--- config.mk ---
export PLATFORM = sky130hd
export DESIGN_NAME = dsm_top
export DESIGN_NICKNAME = d
export VERILOG_FILES = /design/src/dsm_pkg.sv /design/src/dsm_src_if.sv /design/src/dsm_src_mux.sv /design/src/dsm_sync_gate.sv /design/src/dsm_top.sv
export VERILOG_INCLUDE_DIRS = /design/src
export SDC_FILE = /design/constraint.sdc
export NUM_CORES = 1
export LEC_CHECK = 0
export BUFFER_PORTS_ARGS = -buffer_cell sky130_fd_sc_hd__buf_2
export CORE_UTILIZATION = 50
export CTS_BUF_LIST = sky130_fd_sc_hd__clkbuf_8
export DETAILED_ROUTE_END_ITERATION = 8
export HOLD_SLACK_MARGIN = 0.05
export MAX_ROUTING_LAYER = met4
export PLACE_DENSITY_LB_ADDON = 0.08
export SYNTH_ARGS = -nofsm -noshare
export SYNTH_HDL_FRONTEND = slang
export SYNTH_SLANG_ARGS = --single-unit
--- constraint.sdc ---
create_clock -name clock -period 5.1 [get_ports clock]
set_input_delay 1.02 -clock clock [delete_from_list [all_inputs] [get_ports clock]]
set_output_delay 1.02 -clock clock [all_outputs]
set_load 0.02 [all_outputs]
--- src/dsm_cfg.svh ---
`ifndef DSM_CFG_SVH
`define DSM_CFG_SVH
// Register offsets (chosen, byte-wide registers on a plain port)
`define DSM_OFF_CTRL      4'h0
`define DSM_OFF_MSRC      4'h1
`define DSM_OFF_CARH      4'h2
`define DSM_OFF_CARL      4'h3
// Control register fields
`define DSM_CTRL_EN       7
`define DSM_CTRL_OPOL     4
`define DSM_CTRL_OUT      3
`define DSM_CTRL_SBIT     0
// Carrier register fields
`define DSM_CAR_POL       6
`define DSM_CAR_SYNC      5
// Writable masks
`define DSM_MASK_CTRL     8'h91
`define DSM_MASK_MSRC     8'h0F
`define DSM_MASK_CAR      8'h6F
// Reset values
`define DSM_RST_CTRL      8'h00
`define DSM_RST_SRC       8'h00
// Source codes
`define DSM_MOD_SOFT      4'h0
`define DSM_CAR_GND       4'h0
`define DSM_CAR_NC        4'h9
`define DSM_MOD_RSVD      4'h9
`endif

--- src/dsm_pkg.sv ---
package dsm_pkg;
   typedef logic [7:0] dsm_byte_t;
   typedef logic [3:0] dsm_sel_t;
   typedef enum logic {DSM_CAR_LOW, DSM_CAR_HIGH} dsm_car_e;
endpackage : dsm_pkg

--- src/dsm_src_if.sv ---
`timescale 1ns/1ns
interface dsm_src_if;
   logic [15:0] sources;
   logic [3:0]  sel;
   logic        invert;
   logic        value;
   modport user (output sources, output sel, output invert, input value);
   modport mux  (input sources, input sel, input invert, output value);
endinterface : dsm_src_if

--- src/dsm_src_mux.sv ---
`timescale 1ns/1ns
module dsm_src_mux (
   dsm_src_if.mux port_m
);
   import dsm_pkg::*;
   assign port_m.value = port_m.sources[port_m.sel] ^ port_m.invert;
endmodule : dsm_src_mux

--- src/dsm_sync_gate.sv ---
`timescale 1ns/1ns
`include "dsm_cfg.svh"
module dsm_sync_gate (
   input  wire logic clock,
   input  wire logic rst_n,
   input  wire logic want,
   input  wire logic sync_en,
   input  wire logic carrier,
   output logic      active
);
   import dsm_pkg::*;
   logic car_prev_reg;
   logic gate_reg;
   logic fall;
   assign fall = car_prev_reg & ~carrier;
   always_ff @(posedge clock or negedge rst_n) begin
      if (!rst_n) car_prev_reg <= 1'b0;
      else car_prev_reg <= carrier;
   end
   // Synced carrier turns on and off only on its falling edge
   always_ff @(posedge clock or negedge rst_n) begin
      if (!rst_n) gate_reg <= 1'b0;
      else if (!sync_en || fall) gate_reg <= want;
   end
   assign active = sync_en ? gate_reg : want;
endmodule : dsm_sync_gate

--- src/dsm_top.sv ---
`timescale 1ns/1ns
`include "dsm_cfg.svh"
// What this block does
// - High carrier inverted when its invert bit set
// - Low carrier inverted when its invert bit set
// - Software bit can be modulator signal
// - Bit 4 inverts output; idle level equals bit 4
// - Runs unchanged in sleep
// - rst_n disables module, control defaults restored
// - Bit 7 enables mixing; else no output
// - Bit 3 reads live output, read only
// - Software bit used only when selected
// - Modulator source encoding, code 9 reserved
// - Carrier source encoding, code 9 unconnected
// - High carrier sync waits falling edge
// - Unimplemented bits read zero, ignore writes
// - Control resets zero; selects keep otherwise
// - Output is high carrier while modulator high, else low carrier
// - Synced carrier finishes until falling edge
// - Low carrier sync waits falling edge
// - Low carrier select shares same encoding
module dsm_top (
   input  wire logic        clock,
   input  wire logic        rst_n,
   input  wire logic        por_n,
   input  wire logic [3:0]  addr,
   input  wire logic [7:0]  wdata,
   input  wire logic        wr,
   input  wire logic        rd,
   output logic      [7:0]  rdata,
   input  wire logic [15:0] mod_sources,
   input  wire logic [15:0] car_sources,
   output logic             mod_out
);
   import dsm_pkg::*;

   // ************************************
   // Registers
   // ************************************
   dsm_pkg::dsm_byte_t ctrl_reg, msrc_reg, carh_reg, carl_reg;
   dsm_pkg::dsm_byte_t rdata_next;
   logic               mixed;

   // Control clears on rst_n; power-on alone leaves it
   always_ff @(posedge clock or negedge rst_n) begin
      if (!rst_n) ctrl_reg <= `DSM_RST_CTRL;
      else if (wr && addr == `DSM_OFF_CTRL) ctrl_reg <= wdata & `DSM_MASK_CTRL;
   end

   // Select registers only clear on power-on; other resets keep them
   always_ff @(posedge clock or negedge por_n) begin
      if (!por_n) begin
         msrc_reg <= `DSM_RST_SRC;
         carh_reg <= `DSM_RST_SRC;
         carl_reg <= `DSM_RST_SRC;
      end else if (wr) begin
         if (addr == `DSM_OFF_MSRC) msrc_reg <= wdata & `DSM_MASK_MSRC;
         if (addr == `DSM_OFF_CARH) carh_reg <= wdata & `DSM_MASK_CAR;
         if (addr == `DSM_OFF_CARL) carl_reg <= wdata & `DSM_MASK_CAR;
      end
   end

   // ************************************
   // Source selection
   // ************************************
   logic        en;
   logic [15:0] mod_vec;
   logic        modv, chv, clv, ch_act, cl_act;
   dsm_src_if   mod_if();
   dsm_src_if   ch_if();
   dsm_src_if   cl_if();

   assign en = ctrl_reg[`DSM_CTRL_EN];

   // Code 0 is the software bit, code 9 reserved
   always_comb begin
      mod_vec                = mod_sources;
      mod_vec[`DSM_MOD_SOFT] = ctrl_reg[`DSM_CTRL_SBIT];
      mod_vec[`DSM_MOD_RSVD] = 1'b0;
   end

   // Disabled forces software bit and ground carriers, saving power
   assign mod_if.sources = mod_vec;
   assign mod_if.sel     = en ? msrc_reg[3:0] : `DSM_MOD_SOFT;
   assign mod_if.invert  = 1'b0;
   assign modv           = mod_if.value;

   logic [15:0] car_vec;
   always_comb begin
      car_vec              = car_sources;
      car_vec[`DSM_CAR_GND] = 1'b0;
      car_vec[`DSM_CAR_NC]  = 1'b0;
   end

   assign ch_if.sources = car_vec;
   assign ch_if.sel     = en ? carh_reg[3:0] : `DSM_CAR_GND;
   assign ch_if.invert  = carh_reg[`DSM_CAR_POL];
   assign chv           = ch_if.value;
   assign cl_if.sources = car_vec;
   assign cl_if.sel     = en ? carl_reg[3:0] : `DSM_CAR_GND;
   assign cl_if.invert  = carl_reg[`DSM_CAR_POL];
   assign clv           = cl_if.value;

   dsm_src_mux u_mod (.port_m(mod_if));
   dsm_src_mux u_ch  (.port_m(ch_if));
   dsm_src_mux u_cl  (.port_m(cl_if));

   // ************************************
   // Carrier synchronisation
   // ************************************
   // Edges are found on the sampled carrier, so a carrier faster than
   // the clock aliases; the gate is exact only for slower carriers.
   dsm_sync_gate u_hs (
      .clock   (clock),
      .rst_n   (rst_n),
      .want    (modv & en),
      .sync_en (carh_reg[`DSM_CAR_SYNC]),
      .carrier (chv),
      .active  (ch_act)
   );
   dsm_sync_gate u_ls (
      .clock   (clock),
      .rst_n   (rst_n),
      .want    (~modv & en),
      .sync_en (carl_reg[`DSM_CAR_SYNC]),
      .carrier (clv),
      .active  (cl_act)
   );

   // ************************************
   // Mixing and output
   // ************************************
   // No sleep gating: logic runs on every clock
   assign mixed = en & ((ch_act & chv) | (cl_act & clv));

   // Polarity after mixing; disabled idles at polarity level
   always_ff @(posedge clock or negedge rst_n) begin
      if (!rst_n) mod_out <= 1'b0;
      else mod_out <= mixed ^ ctrl_reg[`DSM_CTRL_OPOL];
   end

   // ************************************
   // Read port
   // ************************************
   // Status bit is the registered pin level, one cycle behind the mix,
   // so it trades exactness for a glitch-free read value.
   always_comb begin
      rdata_next = 8'h00;
      if (rd) begin
         unique case (addr)
            `DSM_OFF_CTRL: begin
               rdata_next                 = ctrl_reg;
               rdata_next[`DSM_CTRL_OUT] = mod_out;
            end
            `DSM_OFF_MSRC: rdata_next = msrc_reg;
            `DSM_OFF_CARH: rdata_next = carh_reg;
            `DSM_OFF_CARL: rdata_next = carl_reg;
            default:       rdata_next = 8'h00;
         endcase
      end
   end

   always_ff @(posedge clock or negedge rst_n) begin
      if (!rst_n) rdata <= 8'h00;
      else rdata <= rdata_next;
   end

   // ************************************
   // Checks
   // ************************************
   a_idle_level: assert property (@(posedge clock) disable iff (!rst_n)
      !en && !$past(en) |-> mod_out == $past(ctrl_reg[`DSM_CTRL_OPOL]))
      else $error("idle level wrong");

   a_out_mix: assert property (@(posedge clock) disable iff (!rst_n)
      ##1 mod_out == ($past(mixed) ^ $past(ctrl_reg[`DSM_CTRL_OPOL])))
      else $error("output mismatch");

   a_rd_view: assert property (@(posedge clock) disable iff (!rst_n)
      rd && addr == `DSM_OFF_CTRL |=> rdata[`DSM_CTRL_OUT] == $past(mod_out))
      else $error("status view wrong");

   a_unimpl_zero: assert property (@(posedge clock) disable iff (!rst_n)
      (ctrl_reg & ~`DSM_MASK_CTRL) == 8'h00 && (msrc_reg & ~`DSM_MASK_MSRC) == 8'h00)
      else $error("unimplemented bit set");

   a_soft_bit: assert property (@(posedge clock) disable iff (!rst_n)
      en && msrc_reg[3:0] == `DSM_MOD_SOFT |-> modv == ctrl_reg[`DSM_CTRL_SBIT])
      else $error("soft bit not used");

   a_hi_inv: assert property (@(posedge clock) disable iff (!rst_n)
      en |-> chv == ((carh_reg[3:0] == `DSM_CAR_GND || carh_reg[3:0] == `DSM_CAR_NC ?
         1'b0 : car_sources[carh_reg[3:0]]) ^ carh_reg[`DSM_CAR_POL]))
      else $error("high invert wrong");

   a_lo_inv: assert property (@(posedge clock) disable iff (!rst_n)
      en |-> clv == ((carl_reg[3:0] == `DSM_CAR_GND || carl_reg[3:0] == `DSM_CAR_NC ?
         1'b0 : car_sources[carl_reg[3:0]]) ^ carl_reg[`DSM_CAR_POL]))
      else $error("low invert wrong");

   a_nosync_hi: assert property (@(posedge clock) disable iff (!rst_n)
      !carh_reg[`DSM_CAR_SYNC] |-> ch_act == (modv & en))
      else $error("high unsynced gate wrong");

   a_ctrl_write: assert property (@(posedge clock) disable iff (!rst_n)
      wr && addr == `DSM_OFF_CTRL |=> ctrl_reg == ($past(wdata) & `DSM_MASK_CTRL))
      else $error("control write lost");

   // ************************************
   // Register checks
   // ************************************
   a_ctrl_reset: assert property (@(posedge clock)
      !rst_n |-> ctrl_reg == `DSM_RST_CTRL && mod_out == 1'b0 && rdata == 8'h00)
      else $error("reset left control state");

   a_por_clear: assert property (@(posedge clock)
      !por_n |-> msrc_reg == `DSM_RST_SRC && carh_reg == `DSM_RST_SRC &&
         carl_reg == `DSM_RST_SRC)
      else $error("power-on left select state");

   a_sel_keep: assert property (@(posedge clock) disable iff (!por_n)
      !wr |=> msrc_reg == $past(msrc_reg) && carh_reg == $past(carh_reg) &&
         carl_reg == $past(carl_reg))
      else $error("select register changed without write");

   a_car_unimpl: assert property (@(posedge clock) disable iff (!rst_n)
      (carh_reg & ~`DSM_MASK_CAR) == 8'h00 && (carl_reg & ~`DSM_MASK_CAR) == 8'h00)
      else $error("unimplemented carrier bit set");

   a_unmapped_rd: assert property (@(posedge clock) disable iff (!rst_n)
      rd && addr > `DSM_OFF_CARL |=> rdata == 8'h00)
      else $error("unmapped read not zero");

   a_wr_ignored: assert property (@(posedge clock) disable iff (!rst_n)
      wr && addr > `DSM_OFF_CARL |=> ctrl_reg == $past(ctrl_reg) &&
         msrc_reg == $past(msrc_reg) && carh_reg == $past(carh_reg) &&
         carl_reg == $past(carl_reg))
      else $error("unmapped write landed");

   a_rd_select: assert property (@(posedge clock) disable iff (!rst_n)
      rd && addr == `DSM_OFF_MSRC |=> rdata == $past(msrc_reg))
      else $error("source select read wrong");

   // ************************************
   // Source checks and unsynced low gate check
   // ************************************
   a_mod_pin: assert property (@(posedge clock) disable iff (!rst_n)
      en && msrc_reg[3:0] != `DSM_MOD_SOFT && msrc_reg[3:0] != `DSM_MOD_RSVD |->
         modv == mod_sources[msrc_reg[3:0]])
      else $error("modulator source wrong");

   a_mod_rsvd: assert property (@(posedge clock) disable iff (!rst_n)
      en && msrc_reg[3:0] == `DSM_MOD_RSVD |-> !modv)
      else $error("reserved modulator code active");

   a_off_quiet: assert property (@(posedge clock) disable iff (!rst_n)
      !en |-> !mixed && modv == ctrl_reg[`DSM_CTRL_SBIT])
      else $error("disabled module still mixing");

   a_nosync_lo: assert property (@(posedge clock) disable iff (!rst_n)
      !carl_reg[`DSM_CAR_SYNC] |-> cl_act == (~modv & en))
      else $error("low unsynced gate wrong");

   // ************************************
   // Sync checks
   // ************************************
   // These follow the sampled carrier, as the gates do; the first edge
   // after reset is skipped since the edge memory starts cleared.
   a_hi_hold: assert property (@(posedge clock) disable iff (!rst_n)
      carh_reg[`DSM_CAR_SYNC] && $past(carh_reg[`DSM_CAR_SYNC]) &&
      !($past(chv, 2) && !$past(chv)) |-> ch_act == $past(ch_act))
      else $error("synced high gate moved off edge");

   a_hi_fall: assert property (@(posedge clock) disable iff (!rst_n)
      carh_reg[`DSM_CAR_SYNC] && $past(carh_reg[`DSM_CAR_SYNC]) &&
      $past(rst_n, 2) && $past(chv, 2) && !$past(chv) |-> ch_act == $past(modv & en))
      else $error("synced high gate missed edge");

   a_lo_hold: assert property (@(posedge clock) disable iff (!rst_n)
      carl_reg[`DSM_CAR_SYNC] && $past(carl_reg[`DSM_CAR_SYNC]) &&
      !($past(clv, 2) && !$past(clv)) |-> cl_act == $past(cl_act))
      else $error("synced low gate moved off edge");

   a_lo_fall: assert property (@(posedge clock) disable iff (!rst_n)
      carl_reg[`DSM_CAR_SYNC] && $past(carl_reg[`DSM_CAR_SYNC]) &&
      $past(rst_n, 2) && $past(clv, 2) && !$past(clv) |-> cl_act == $past(~modv & en))
      else $error("synced low gate missed edge");

   // ************************************
   // Output checks
   // ************************************
   a_idle_out: assert property (@(posedge clock) disable iff (!rst_n)
      !mixed |=> mod_out == $past(ctrl_reg[`DSM_CTRL_OPOL]))
      else $error("idle output level wrong");

   a_mix_plain: assert property (@(posedge clock) disable iff (!rst_n)
      en && !carh_reg[`DSM_CAR_SYNC] && !carl_reg[`DSM_CAR_SYNC] |->
         mixed == (modv ? chv : clv))
      else $error("carrier choice wrong");
endmodule : dsm_top

==> results.md <==
* Port-buffer cells at 53
* Largest net degree at the start of global routing at 17
* Leakage power at 1.051 nW
* Antenna violations before repair at 0
* Internal power at 0.5403 mW
* Worst path max stage delay at 0.46 ns
* Worst Tran Pin Value at 0.6451 ns
* Final Non-Filler Cells at 267
* Post-DP Area at 2078 sq um
* Cells after Synth at 170
* Clk_skew at 0.003651 ns
* Path length in cells of the critical path at 7
* Unrepaired setup endpoints after global routing: no
* Diodes inserted at 0
* Total Power at 0.8086 mW
* Fmax achieved at 382.5 MHz
* Critical path startpoint: car_sources[3]
* Synth Area per Inst at 10.66 sq um
* Crit Path Max Fanout at 3
* CP required at 5.30 ns
* Total gr overflow at 0
* Clock Pin Slew Worst Setup and Hold Paths at 0.06 ns
* Cts repair resizes at 0
* Root Buffer: clkbuf_8
* Worst Hold Class: flop to flop
* Drt total wl at 3.919 mm
* First-pass GRT wire length at 6.755 mm
* Clock Path Buffers at 2
* Number of failing hold endpoints at the final stage at 0
* Biggest area consumer among synthesized cells: dfrtp_1
* PwrDens at 372.3 nW/um^2
* Share of post-route cells with drive strength above 1 at 0.3756
* Total track usage at 0.2351
* Ys async rst share at 1.000
* Vias per inst at 5.517
* Worst setup endpoint: mod_out
* Syn nets at 219
* Outcome: completed
* Sequential cell area at 800.8 sq um
* Synthesis warning total at 0
* Area of the multi-input gates at 920.9 sq um
* Hold slack at 0.4995 ns
* Final setup vio count at 0
* Skew-Pair Late Insertion Delay at 0.28 ns
* Sw Pwr at 0.2683 mW
* Synthesized flop and latch total at 32
* Reg2Reg Launch Point: carl_reg[0]
* Rows at 21
* Worst Path Arrival at 2.82 ns
* End of the worst register-to-register path: mod_out
* Combinational power share at 0.283
* Top cell type's share of synthesized area at 0.4420
* Num Clock Sinks at 32
* Cts hold-fix bufs at 0
* Fill count at 319
* Unique masters post-synth at 34
* Setup bufs post-CTS at 0
* WHS Path Cells at 1
* Util after Layout at 0.6359
* Synth Cell Area at 1812 sq um
* WP buf/inv at 1
* Max reg flops at 8
* Flop pwr share at 0.475
* Reg2Reg Depth at 6
* Clock share of power at 0.241
* Starting Density at 0.5304
* Vias in the first global route at 1,441
* Core ar. at 3416 sq um
* Antenna viol nets, final at 0
* CTS tree: done
* CP max-delay cell: a2111oi_0
* Reg2Reg Setup Slack at 2.69 ns
* I/O pin total at 58
* Final instance area at 2172 sq um
* Startpoint class of the critical path: input port
* Seq/Total Area, Yosys at 0.4420
* WL per Instance at 14.68 um
* Crit-path cells: buf_2, mux2_1, a2111oi_0, nor4_1, xnor2_1, o32ai_1, xor2_1
* Slew Limit Fails at 0
* Slew headroom at 0.5684
* Crit path capture type: flop
* Max-Cap Viols at 0
* Cell family with the largest share of critical-path delay: compound AO/OA/AOI/OAI gates
* DIE WIDTH at 62.20 um
* Kind of critical path: input port to flop
* P&R area growth vs syn at 19.89%
* Minimum clock period at 2.614 ns
* Via count at 1,473
* DR DRC count at 0
* GP Congestion at 0.7672
* Fin crit share at 0.5126
* Layout Nets at 269
* Setup_tns at 0 ns
* Setup slack after layout at 2.486 ns
* DRT iter0 DRCs at 70
* DP HPWL at 3.013 mm
* Synth top area cells: dfrtp_1 44%, mux2_2 12%, mux2i_1 4.4%, mux4_2 3.7%, nor2_1 3.3%
* Place WS at 2.208 ns
* Total CTS buffers at 5
* Switching part of the total power at 0.3318
* H-tree depth at 2
* Die height at 62.20 um
* Main flop type after synthesis: dfrtp_1
* Placed cells at 259
* Post-synth EDFFs at 0
* Die area at 3868 sq um
* Initial DRT Pass Iterations at 4
* Worst vdd ir at 0.1724 mV
==> how the worst min path moves through the flow <==
| stage | to | startpoint | slack (ns) |
|---|---|---|---|
| after detailed placement | u_hs.gate_reg | u_hs.gate_reg | 0.49 |
| final | u_hs.gate_reg | u_hs.gate_reg | 0.50 |
| after global placement | u_hs.gate_reg | u_hs.gate_reg | 0.48 |
| after CTS | u_hs.gate_reg | u_hs.gate_reg | 0.51 |
| after global routing | mod_out | ctrl_reg[4] | 0.53 |
| after floorplan | mod_out | ctrl_reg[4] | 0.45 |
==> cells by family (layout without fill, tap and decap cells) <==
group / Yosys count / count (layout) / synth area share
flip-flops: 32 / 32 / 0.4420
AO/OA/AOI/OAI: 31 / 31 / 0.1216
AND/OR/NAND/NOR: 49 / 49 / 0.1271
multiplexers: 36 / 36 / 0.2452
buffers and inverters: 19 / 70 / 0.04972
XOR/XNOR: 3 / 3 / 0.01451
==> cells in the final DEF (no fill, tap or decap), types with 2 or more instances in the layout <==
cell,synthesis,layout
buf_2,3,53
dfrtp_1,32,32
mux2_2,19,19
nor2_1,16,16
nand2_1,14,14
inv_1,9,10
mux2i_1,8,8
and3_1,7,7
a211oi_1,7,7
clkbuf_8,0,6
o21ai_0,5,5
mux2_1,5,5
a2111oi_0,4,4
a21oi_1,4,4
mux4_2,3,3
nor2b_1,3,3
and2_1,2,2
a22oi_1,2,2
o41ai_1,2,2
nor4_1,2,2
xnor2_1,2,2
nand3_1,2,2
o32ai_1,2,2
==> power groups by stage <==
stage                     Clock (mW)  Sequential [mW]  Combinational [mW]
after floorplan                    0            0.349               0.201
final                          0.195            0.384               0.229
after detailed placement           0            0.388               0.230
after global placement             0            0.385               0.223
after global routing           0.213            0.394               0.253
after CTS                      0.201            0.383               0.231
==> layout make-up <==
class,instances,share of cell area
clock buffers,6,0.03802
clock inverters,2,0.005184
repair buffers,53,0.1221
flip-flops and latches,32,0.3687
well taps,46,0.02650
multi-input cells,119,0.4240
inverters,9,0.01555
==> synth_stat cells (2+ instances only) <==
cell type / n
dfrtp_1: 32
mux2_2: 19
nor2_1: 16
nand2_1: 14
inv_1: 9
mux2i_1: 8
a211oi_1: 7
and3_1: 7
clkbuf_1: 5
mux2_1: 5
o21ai_0: 5
a2111oi_0: 4
a21oi_1: 4
buf_2: 3
mux4_2: 3
nor2b_1: 3
a22oi_1: 2
and2_1: 2
buf_6: 2
nand3_1: 2
nor4_1: 2
o32ai_1: 2
o41ai_1: 2
xnor2_1: 2
==> layer usage <==
layer  routed length (um)  GRT usage  share of wire
met4                   57    0.08721          0.015
met2                 1818     0.3709           0.46
met1                 1802     0.2945           0.46
met3                  241    0.05699          0.061
met5                    0          -              0
No activity file was read; power rests on OpenSTA's default activity.
